$ cat src/hdl/itp_defines.svh
`ifndef ITP_DEFINES_SVH
`define ITP_DEFINES_SVH

// bus address of this target, 7 bits
`define ITP_TARGET_ADDR 7'h6b
// direction bit value that asks for data
`define ITP_DIR_READ    1'b1
// answer to a read of an unmapped byte address
`define ITP_UNMAPPED    8'hff
// storage covers byte addresses 0 .. depth-1
`define ITP_MAP_DEPTH   100
// bit counter: last data bit and acknowledge slot
`define ITP_BIT_LAST    4'h7
`define ITP_BIT_ACK     4'h8
// counter value after a start: the fall that ends it wraps to zero
`define ITP_BIT_PRE     4'hf

// system clock rate
`define ITP_CLK_HZ      10000000
// stuck transaction timeout, in milliseconds
`define ITP_TMO_MS      2000
// timeout in system clocks, rounded down
`define ITP_TMO_CYC     (`ITP_TMO_MS * (`ITP_CLK_HZ / 1000))
// least clock stretch after each byte, in ns
`define ITP_STRETCH_NS  300
// stretch in system clocks, rounded up
`define ITP_STRETCH_CYC \
    ((`ITP_STRETCH_NS * (`ITP_CLK_HZ / 1000000) + 999) / 1000)

`endif

$ cat src/hdl/itp_pkg.sv
package itp_pkg;

    // byte on the wire and in the map
    typedef logic [7:0] itp_byte_t;

    // protocol state, gray along idle-dev-reg-wr and rd-skip-idle
    typedef enum logic [2:0] {
        ST_IDLE = 3'b000,   // bus free or not ours
        ST_DEV  = 3'b001,   // receiving target address
        ST_REG  = 3'b011,   // receiving register address
        ST_WR   = 3'b010,   // receiving data bytes
        ST_RD   = 3'b110,   // sending data bytes
        ST_SKIP = 3'b100    // wait for stop or repeated start
    } itp_state_t;

    // byte addresses that belong to the register map
    function automatic logic itp_mapped(input itp_byte_t a);
        itp_mapped = a inside {[8'h02:8'h0d], 8'h15, [8'h17:8'h19],
                               [8'h1b:8'h1e], [8'h21:8'h34],
                               [8'h37:8'h38], [8'h3b:8'h3d],
                               [8'h62:8'h63]};
    endfunction : itp_mapped

    // low byte of a two byte register
    function automatic logic itp_wide_low(input itp_byte_t a);
        itp_wide_low = a inside {8'h02, 8'h04, 8'h06, 8'h08, 8'h0a,
                                 8'h0c, 8'h2d, 8'h2f, 8'h31, 8'h33,
                                 8'h37, 8'h62};
    endfunction : itp_wide_low

endpackage : itp_pkg

$ cat src/hdl/itp_regmap.sv
`timescale 1ns/100ps
`include "itp_defines.svh"

module itp_regmap
    import itp_pkg::*;
(
    input  wire logic      clk,
    input  wire logic      rst_n,
    input  wire logic      ce,
    input  wire logic      wr_stb,
    input  wire itp_byte_t wr_addr,
    input  wire itp_byte_t wr_data,
    input  wire itp_byte_t rd_addr,
    output itp_byte_t      rd_data
);

    itp_byte_t mem [0:`ITP_MAP_DEPTH-1]; // byte storage
    logic      stage_vld;                // low byte waiting
    itp_byte_t stage_addr;               // its address
    itp_byte_t stage_data;               // its value

    // low byte of a wide register waits for its partner
    wire       wr_low    = wr_stb & itp_wide_low(wr_addr);
    wire       wr_plain  = wr_stb & ~itp_wide_low(wr_addr);
    wire       commit_hi = wr_plain & stage_vld &
                           (wr_addr == stage_addr + 8'h01);

    // staging keeps a half written value off the converter
    always_ff @(posedge clk) begin
        if (!rst_n) begin
            stage_vld  <= 1'b0;
            stage_addr <= 8'h00;
            stage_data <= 8'h00;
        end else if (ce) begin
            if (wr_low) begin
                stage_vld  <= 1'b1;
                stage_addr <= wr_addr;
                stage_data <= wr_data;
            end else if (wr_plain) begin
                stage_vld  <= 1'b0;
            end
        end
    end

    // one byte cell per address
    genvar i;
    generate
        for (i = 0; i < `ITP_MAP_DEPTH; i++) begin : g_cell
            always_ff @(posedge clk) begin
                if (!rst_n) begin
                    mem[i] <= 8'h00;
                end else if (ce) begin
                    if (wr_plain && wr_addr == 8'(i)) begin
                        mem[i] <= wr_data;
                    end
                    if (commit_hi && stage_addr == 8'(i)) begin
                        mem[i] <= stage_data;
                    end
                end
            end
        end
    endgenerate

    // unmapped bytes read as all ones
    assign rd_data = itp_mapped(rd_addr) ? mem[rd_addr[6:0]]
                                         : `ITP_UNMAPPED;

endmodule : itp_regmap

$ cat src/hdl/itp_i2c_target.sv
// Summary of operation
// answer only target address 0x6b
// direction bit zero writes, one reads
// unmapped register reads return 0xff
// runs at 100k, 400k, 1M bit rates
// wide registers little endian, high byte above
// controller writes both wide bytes in order
// data changes only while clock low
// start and stop seen with clock high
// bus busy from start until stop
// two second stuck start resets, releases lines
// eight bits msb first plus acknowledge
// any number of bytes per transfer
// target may hold clock low between bytes
// controller makes every clock pulse
// receiver pulls data low on ninth clock
// high on ninth clock is not acknowledge
// single write: address, register, data, stop
// undefined register address gets nack, idle
// multi byte reads and writes everywhere
// register pointer advances after each byte
`timescale 1ns/100ps
`include "itp_defines.svh"

module itp_i2c_target
    import itp_pkg::*;
#(
    parameter int unsigned TMO_CYC = `ITP_TMO_CYC
)
(
    input  wire logic       CLK_SYS,
    input  wire logic       RST_N,
    input  wire logic       CE,
    input  wire logic       SCL_I,
    input  wire logic       SDA_I,
    output logic            SCL_O,
    output logic            SCL_OE,
    output logic            SDA_O,
    output logic            SDA_OE,
    output logic            BUSY,
    output logic            WR_STB,
    output logic [7:0]      WR_ADDR,
    output logic [7:0]      WR_DATA
);

    localparam logic [1:0]  STRETCH = 2'(`ITP_STRETCH_CYC);
    localparam logic [24:0] TMO_TOP = 25'(TMO_CYC - 1);

    // pin synchronisers and delayed copies
    logic        scl_s1;      // first stage, read by scl_s2 only
    logic        scl_s2;      // clean clock level
    logic        scl_d;       // previous clean level
    logic        sda_s1;      // first stage, read by sda_s2 only
    logic        sda_s2;      // clean data level
    logic        sda_d;       // previous clean level

    // protocol state
    itp_state_t  state;       // where in the frame we are
    logic [3:0]  bit_idx;     // 0..7 data, 8 acknowledge
    itp_byte_t   rx;          // incoming shift register
    itp_byte_t   tx;          // outgoing shift register
    itp_byte_t   ptr;         // register pointer
    logic        rw;          // latched direction bit
    logic [1:0]  stretch;     // clock hold countdown
    logic [24:0] tmo_cnt;     // time since start

    // next values
    itp_state_t  next_state;
    logic [3:0]  next_bit;
    itp_byte_t   next_tx;
    itp_byte_t   next_ptr;
    logic        next_rw;
    logic        next_sda_oe;
    logic        next_wr;
    itp_byte_t   next_wr_addr;
    itp_byte_t   next_wr_data;
    logic [1:0]  next_stretch;
    logic        next_busy;

    itp_byte_t   rd_data;     // map byte at the pointer

    // sampling at 10 MHz leaves at least two samples per
    // clock phase even at the fastest bit rate
    always_ff @(posedge CLK_SYS) begin
        if (!RST_N) begin
            scl_s1 <= 1'b1;
            scl_s2 <= 1'b1;
            scl_d  <= 1'b1;
            sda_s1 <= 1'b1;
            sda_s2 <= 1'b1;
            sda_d  <= 1'b1;
        end else if (CE) begin
            scl_s1 <= SCL_I;
            scl_s2 <= scl_s1;
            scl_d  <= scl_s2;
            sda_s1 <= SDA_I;
            sda_s2 <= sda_s1;
            sda_d  <= sda_s2;
        end
    end

    // line events, all from the clean copies
    wire scl_rise   = scl_s2 & ~scl_d;
    wire scl_fall   = ~scl_s2 & scl_d;
    wire scl_high   = scl_s2 & scl_d;
    wire start_cond = scl_high & sda_d & ~sda_s2;
    wire stop_cond  = scl_high & ~sda_d & sda_s2;

    // frame level decodes
    wire active     = (state != ST_IDLE) && (state != ST_SKIP);
    wire tmo_hit    = BUSY && (tmo_cnt >= TMO_TOP);
    wire bit_data   = bit_idx <= `ITP_BIT_LAST;
    wire bit_last   = bit_idx == `ITP_BIT_LAST;
    wire bit_ack    = bit_idx == `ITP_BIT_ACK;
    wire bit_pre    = bit_idx == `ITP_BIT_PRE; // clock low after start
    wire addr_hit   = rx[7:1] == `ITP_TARGET_ADDR;
    wire reg_ok     = itp_mapped(rx);
    wire ptr_ok     = itp_mapped(ptr);
    wire nack_seen  = scl_rise && bit_ack && state == ST_RD
                      && sda_s2;
    wire ack_end    = scl_fall && bit_ack && active;

    // bus busy between start and stop
    assign next_busy = tmo_hit    ? 1'b0 :
                       start_cond ? 1'b1 :
                       stop_cond  ? 1'b0 : BUSY;

    // stretch after each acknowledge so the next bit has
    // its setup time before the controller raises the clock
    assign next_stretch =
        (tmo_hit || start_cond || stop_cond) ? 2'b00 :
        ack_end                 ? STRETCH :
        (stretch != 2'b00)      ? stretch - 2'b01 : 2'b00;

    // byte and bit sequencing
    always_comb begin
        next_state   = state;
        next_bit     = bit_idx;
        next_tx      = tx;
        next_ptr     = ptr;
        next_rw      = rw;
        next_sda_oe  = SDA_OE;
        next_wr      = 1'b0;
        next_wr_addr = WR_ADDR;
        next_wr_data = WR_DATA;
        if (tmo_hit) begin
            // stuck frame: drop everything, free the lines
            next_state  = ST_IDLE;
            next_sda_oe = 1'b0;
        end else if (start_cond) begin
            // also a repeated start; pointer is kept
            next_state  = ST_DEV;
            // the clock fall that closes a start carries no bit
            next_bit    = `ITP_BIT_PRE;
            next_sda_oe = 1'b0;
        end else if (stop_cond) begin
            next_state  = ST_IDLE;
            next_sda_oe = 1'b0;
        end else if (!active) begin
            // not addressed: keep off the data line
            next_sda_oe = 1'b0;
        end else if (nack_seen) begin
            // controller refuses more data
            next_state  = ST_SKIP;
        end else if (scl_fall && (bit_pre || bit_idx < `ITP_BIT_LAST)) begin
            // mid byte: step, and present next bit if sending
            next_bit = bit_idx + 4'h1;
            if (state == ST_RD) begin
                next_tx     = {tx[6:0], 1'b0};
                next_sda_oe = ~tx[6];
            end
        end else if (scl_fall && bit_last) begin
            // eighth bit done: decide the acknowledge
            next_bit = `ITP_BIT_ACK;
            unique case (state)
                ST_DEV: begin
                    if (addr_hit) begin
                        next_rw     = rx[0];
                        next_sda_oe = 1'b1;
                    end else begin
                        next_state  = ST_SKIP;
                        next_sda_oe = 1'b0;
                    end
                end
                ST_REG: begin
                    if (reg_ok) begin
                        next_ptr    = rx;
                        next_sda_oe = 1'b1;
                    end else begin
                        next_state  = ST_IDLE;
                        next_sda_oe = 1'b0;
                    end
                end
                ST_WR: begin
                    // unmapped bytes inside a burst are dropped
                    next_wr      = ptr_ok;
                    // address and data hold until the next real write
                    if (ptr_ok) begin
                        next_wr_addr = ptr;
                        next_wr_data = rx;
                    end
                    next_ptr     = ptr + 8'h01;
                    next_sda_oe  = 1'b1;
                end
                ST_RD: begin
                    // release so the controller can answer
                    next_sda_oe  = 1'b0;
                end
            endcase
        end else if (ack_end) begin
            // acknowledge slot over: start next byte
            next_bit    = 4'h0;
            next_sda_oe = 1'b0;
            unique case (state)
                ST_DEV: begin
                    if (rw == `ITP_DIR_READ) begin
                        next_state  = ST_RD;
                        next_tx     = rd_data;
                        next_ptr    = ptr + 8'h01;
                        next_sda_oe = ~rd_data[7];
                    end else begin
                        next_state  = ST_REG;
                    end
                end
                ST_REG: next_state = ST_WR;
                ST_WR:  next_state = ST_WR;
                ST_RD: begin
                    next_tx     = rd_data;
                    next_ptr    = ptr + 8'h01;
                    next_sda_oe = ~rd_data[7];
                end
            endcase
        end
    end

    // incoming bits, msb first, sampled on the clock rise
    always_ff @(posedge CLK_SYS) begin
        if (!RST_N) begin
            rx <= 8'h00;
        end else if (CE && active && scl_rise && bit_data) begin
            rx <= {rx[6:0], sda_s2};
        end
    end

    // time since start; a stop, a new start or the timeout clears it
    always_ff @(posedge CLK_SYS) begin
        if (!RST_N) begin
            tmo_cnt <= 25'h0000000;
        end else if (CE) begin
            if (!BUSY || start_cond || tmo_hit) begin
                tmo_cnt <= 25'h0000000;
            end else begin
                tmo_cnt <= tmo_cnt + 25'h0000001;
            end
        end
    end

    // protocol registers
    always_ff @(posedge CLK_SYS) begin
        if (!RST_N) begin
            state   <= ST_IDLE;
            bit_idx <= 4'h0;
            tx      <= 8'h00;
            ptr     <= 8'h00;
            rw      <= 1'b0;
            stretch <= 2'b00;
        end else if (CE) begin
            state   <= next_state;
            bit_idx <= next_bit;
            tx      <= next_tx;
            ptr     <= next_ptr;
            rw      <= next_rw;
            stretch <= next_stretch;
        end
    end

    // pin and user outputs, all from flops
    always_ff @(posedge CLK_SYS) begin
        if (!RST_N) begin
            SCL_O   <= 1'b0;
            SCL_OE  <= 1'b0;
            SDA_O   <= 1'b0;
            SDA_OE  <= 1'b0;
            BUSY    <= 1'b0;
            WR_STB  <= 1'b0;
            WR_ADDR <= 8'h00;
            WR_DATA <= 8'h00;
        end else if (CE) begin
            SCL_O   <= 1'b0; // open drain: only ever pulls low
            SCL_OE  <= next_stretch != 2'b00;
            SDA_O   <= 1'b0;
            SDA_OE  <= next_sda_oe;
            BUSY    <= next_busy;
            WR_STB  <= next_wr;
            WR_ADDR <= next_wr_addr;
            WR_DATA <= next_wr_data;
        end
    end

    // register storage; writes come from the strobe flops
    itp_regmap u_map (
        .clk     (CLK_SYS),
        .rst_n   (RST_N),
        .ce      (CE),
        .wr_stb  (WR_STB),
        .wr_addr (WR_ADDR),
        .wr_data (WR_DATA),
        .rd_addr (ptr),
        .rd_data (rd_data)
    );

endmodule : itp_i2c_target

$ cat config.mk
export PLATFORM = sky130hd
export DESIGN_NAME = itp_i2c_target
export DESIGN_NICKNAME = d
export VERILOG_FILES = /design/src/hdl/itp_pkg.sv /design/src/hdl/itp_regmap.sv /design/src/hdl/itp_i2c_target.sv
export VERILOG_INCLUDE_DIRS = /design/src /design/src/hdl
export SDC_FILE = /design/constraint.sdc
export NUM_CORES = 2
export LEC_CHECK = 0
export ABC_AREA = 1
export BUFFER_PORTS_ARGS = -buffer_cell sky130_fd_sc_hd__buf_2
export CAP_MARGIN = 20
export CORE_UTILIZATION = 45
export CTS_BUF_LIST = sky130_fd_sc_hd__clkbuf_2 sky130_fd_sc_hd__clkbuf_4 sky130_fd_sc_hd__clkbuf_8
export CTS_CLUSTER_DIAMETER = 30
export CTS_CLUSTER_SIZE = 20
export DETAILED_ROUTE_END_ITERATION = 12
export MAX_ROUTING_LAYER = met4
export SLEW_MARGIN = 15
export SYNTH_ARGS = -nofsm -noshare
export SYNTH_HDL_FRONTEND = slang
export SYNTH_SLANG_ARGS = --single-unit
$ cat constraint.sdc
create_clock -name CLK_SYS -period 3.8 [get_ports CLK_SYS]
set_clock_uncertainty 0.15 [all_clocks]
set_input_delay 0.57 -clock CLK_SYS [delete_from_list [all_inputs] [get_ports CLK_SYS]]
set_output_delay 0.57 -clock CLK_SYS [all_outputs]
set_load 0.005 [all_outputs]
==> out/qor.yml <==
status: "finished, final reports clean"
path_class: "flip-flop to flip-flop"
clk_path_buf_depth: 3
rows: 122
die_area_um2: 112600
fmax_mhz: 275.4
fin_nets: 6350
numPortBuffers: 24
vias: 47560
postRouteAntennaNets: 0
synth_cell_types: 42
clkTransAtPathRegs_ns: 0.05
antenna_found_initial: 7
synth_ff_type: "edfxtp_1"
final_common_cell: "nand2_1"
startpoint_type: "flip-flop"
setup_viol: 0
drt-initial-drc-count: 6527
grt_max_degree: 110
routed_wl_um: 198400
finalCritPeriodShare_pct: 95.57
cpPeakStageDelay_ns: 0.49
worst_setup_path_end_kind: "flip-flop"
synth_compound_area_share_pct: 6.645
min_path_type: "input port to flip-flop"
drc: 0
dr.pass1.iters: 8
gr-usage-all-layers_pct: 35.71
synth-xor-area-share_pct: 0.4898
cp.arrival_ns: 4.03
core_um2: 110500
drt-vias-per-instance: 5.935
holdPathStages: 3
timing.rr.start: "u_map.stage_addr[1]"
cts-root-buf: "clkbuf_8"
cts_inserted_buffers: 211
tns_ns: 0
routedWlPerCell_um: 24.76
hp-start: "CE"
synth-simple-area-share_pct: 34.91
grt_pass1_vias: 43880
yosysSeqAreaShare_pct: 52.30
synthCells: 6329
clk_latency_ns: 0.89
synth_area_um2: 50070
cts.sinks: 908
rrSetupSlack_ns: 0.17
required_ns: 4.20
min_to: "sda_s2"
synth-edff-count: 800
hold_violations: 0
synth_mux_area_share_pct: 0
cp_cell_sequence: "ha_1 -> buf_4 -> xnor2_1 -> xor2_1 -> nand2_1 -> nor2_1 -> nand2_1 -> nor2_2 -> nand3_2 -> nor2_4 -> nand2_1 -> nand2_1"
cts_tree: "built"
die-width_um: 335.6
synth_top_family_by_area: "simple AND/OR/NAND/NOR gates"
yosys_warnings: 0
period_needed_ns: 3.632
dp_hpwl_um: 121300
critPathMaxFanout: 9
synth-adder-area-share_pct: 0.2999
async_flop_share_pct: 0
cp_slowest_cell: "nor2_4"
synthToLayoutAreaGrowth_pct: 14.83
htreeDepth: 4
grt_overflow: 0
reg2regPathDepth: 12
drive_gt1_share_pct: 12.02
synth_seq_cells: 908
grt_pass1_wl_um: 287000
syn_avg_cell_area_um2: 7.911
ios: 27
tightest_slew_ns: 1.068
startpoint: "u_map.stage_addr[1]"
gp_congestion: 0.9796
final_cell_mix: "nand2_1 (2130), nand3_1 (1095), edfxtp_1 (800)"
power.density_nw_per_um2: 428.3
critPathMostFrequentCell: "nand2_1"
cap_viol_max_count: 0
die_h_um: 335.6
start_util_pct: 45.30
ir_drop_v: 0.0003023
slew_headroom_pct: 28.52
slew_violations: 0
reg2reg_to: "u_map.mem[2][4]"
p_leak_nw: 23.42
fin_util_pct: 52.02
cell usage after synthesis, drive strengths merged, types with 3 or more instances:
master | count | area (µm²)
o21ai | 363 | 1817
a31oi | 7 | 43.79
nand3 | 1136 | 5891
ha | 12 | 150.1
nand2 | 2135 | 8024
nor2 | 587 | 2283
o221ai | 3 | 26.28
o22ai | 13 | 81.33
edfxtp | 800 | 24020
xor2 | 20 | 175.2
nor4 | 4 | 25.02
inv | 232 | 870.8
o211ai | 63 | 473.0
a211oi | 3 | 22.52
nand4 | 128 | 807.0
clkbuf | 385 | 1445
dfxtp | 108 | 2162
o31ai | 20 | 150.1
a22o | 4 | 35.03
nand3b | 11 | 82.58
buf | 81 | 335.3
xnor2 | 8 | 70.07
o21bai | 5 | 37.54
clkinv | 7 | 26.28
nor3 | 55 | 290.3
or2 | 9 | 56.30
a21oi | 123 | 615.6
how the worst max path moves through the flow:
stage | end | depth (start not counted)
2_1_floorplan | u_map.mem[0][0] | 13
3_3_place_gp | u_map.mem[58][7] | 12
3_5_place_dp | u_map.mem[58][2] | 14
4_1_cts | u_map.mem[58][2] | 14
5_1_grt | u_map.mem[84][4] | 15
6_report | u_map.mem[2][4] | 12
registers in the layout, summed over array words and instances (netlist names), 4 cells and up, named ones only:
name and flops:
tmo_cnt 25, WR_DATA 8, tx 7, u_map.stage_data 8, WR_ADDR 8, bit_idx 4
u_map.stage_addr 8, rx 8, ptr 8, u_map.mem 800
area by class of cell:
type	instances	area, µm²
Fill cell	10520	53020
Sequential cell	908	26260
Multi-Input combinational cell	4717	21270
Clock buffer	253	3263
Timing Repair Buffer	256	2389
Tap cell	1488	1862
Clock inverter	143	1513
Inverter	239	918.4
Antenna cell	9	22.52
where the power goes:
part	internal, W	leakage, nW	total, W	switching [W]
Combinational	0.000159	12.4	0.000657	0.000497
Sequential	0.0112	8.65	0.0114	0.000129
Clock	0.00751	2.41	0.0126	0.00511
Total	0.0189	23.4	0.0246	0.00573
kinds of logic (layout without fill, tap and decap cells):
logic type,after synthesis,in the layout
AND/OR/NAND/NOR,4068,4068
other,1,11
XOR/XNOR,28,28
adder cells (fa/ha/maj),12,12
AO/OA/AOI/OAI,607,607
buffers and inverters,705,891
flip-flops,908,908
stage by stage:
step / total power (W) / setup WS, ns / hold slack, ns / instances / area (µm²)
floorplan: 0.01191 / 0.7041 / 0.2792 / 6330 / 50070
global route: 0.02526 / -0.01364 / 0.09130 / 8012 / 57490
global placement: 0.01217 / 0.2754 / 0.2928 / 7599 / 52590
CTS: 0.02470 / 0.2347 / 0.03676 / 7998 / 57400
detailed placement: 0.01218 / 0.2321 / 0.2933 / 7599 / 52590
finish: 0.02463 / 0.1683 / 0.1062 / 8013 / 57490
critical path: cells and delay by family, from the launching register on:
kind | cells | cell delay (ns)
buf+inv | 1 | 0.15
flops | 1 | 0.41
xor+xnor | 2 | 0.44
fa+ha+maj | 1 | 0.22
simple gates | 8 | 1.92
routing by layer:
metal | track usage [%] | vias up | share of wire [%]
met2 | 51.29 | 3140 | 43
met3 | 8.530 | 583 | 13
met1 | 47.04 | 22240 | 39
li1 | - | 21600 | -
met4 | 17.76 | 0 | 5.3
met5 | - | - | 0
repair_timing:
item                                    CTS  global route
hold endpoints to repair                  6             0
setup buffers                             0             5
endpoints found under the setup margin    0            49
hold buffers                              3             0
gates resized for setup                   0             1
Power figures use the tool's default switching activity.
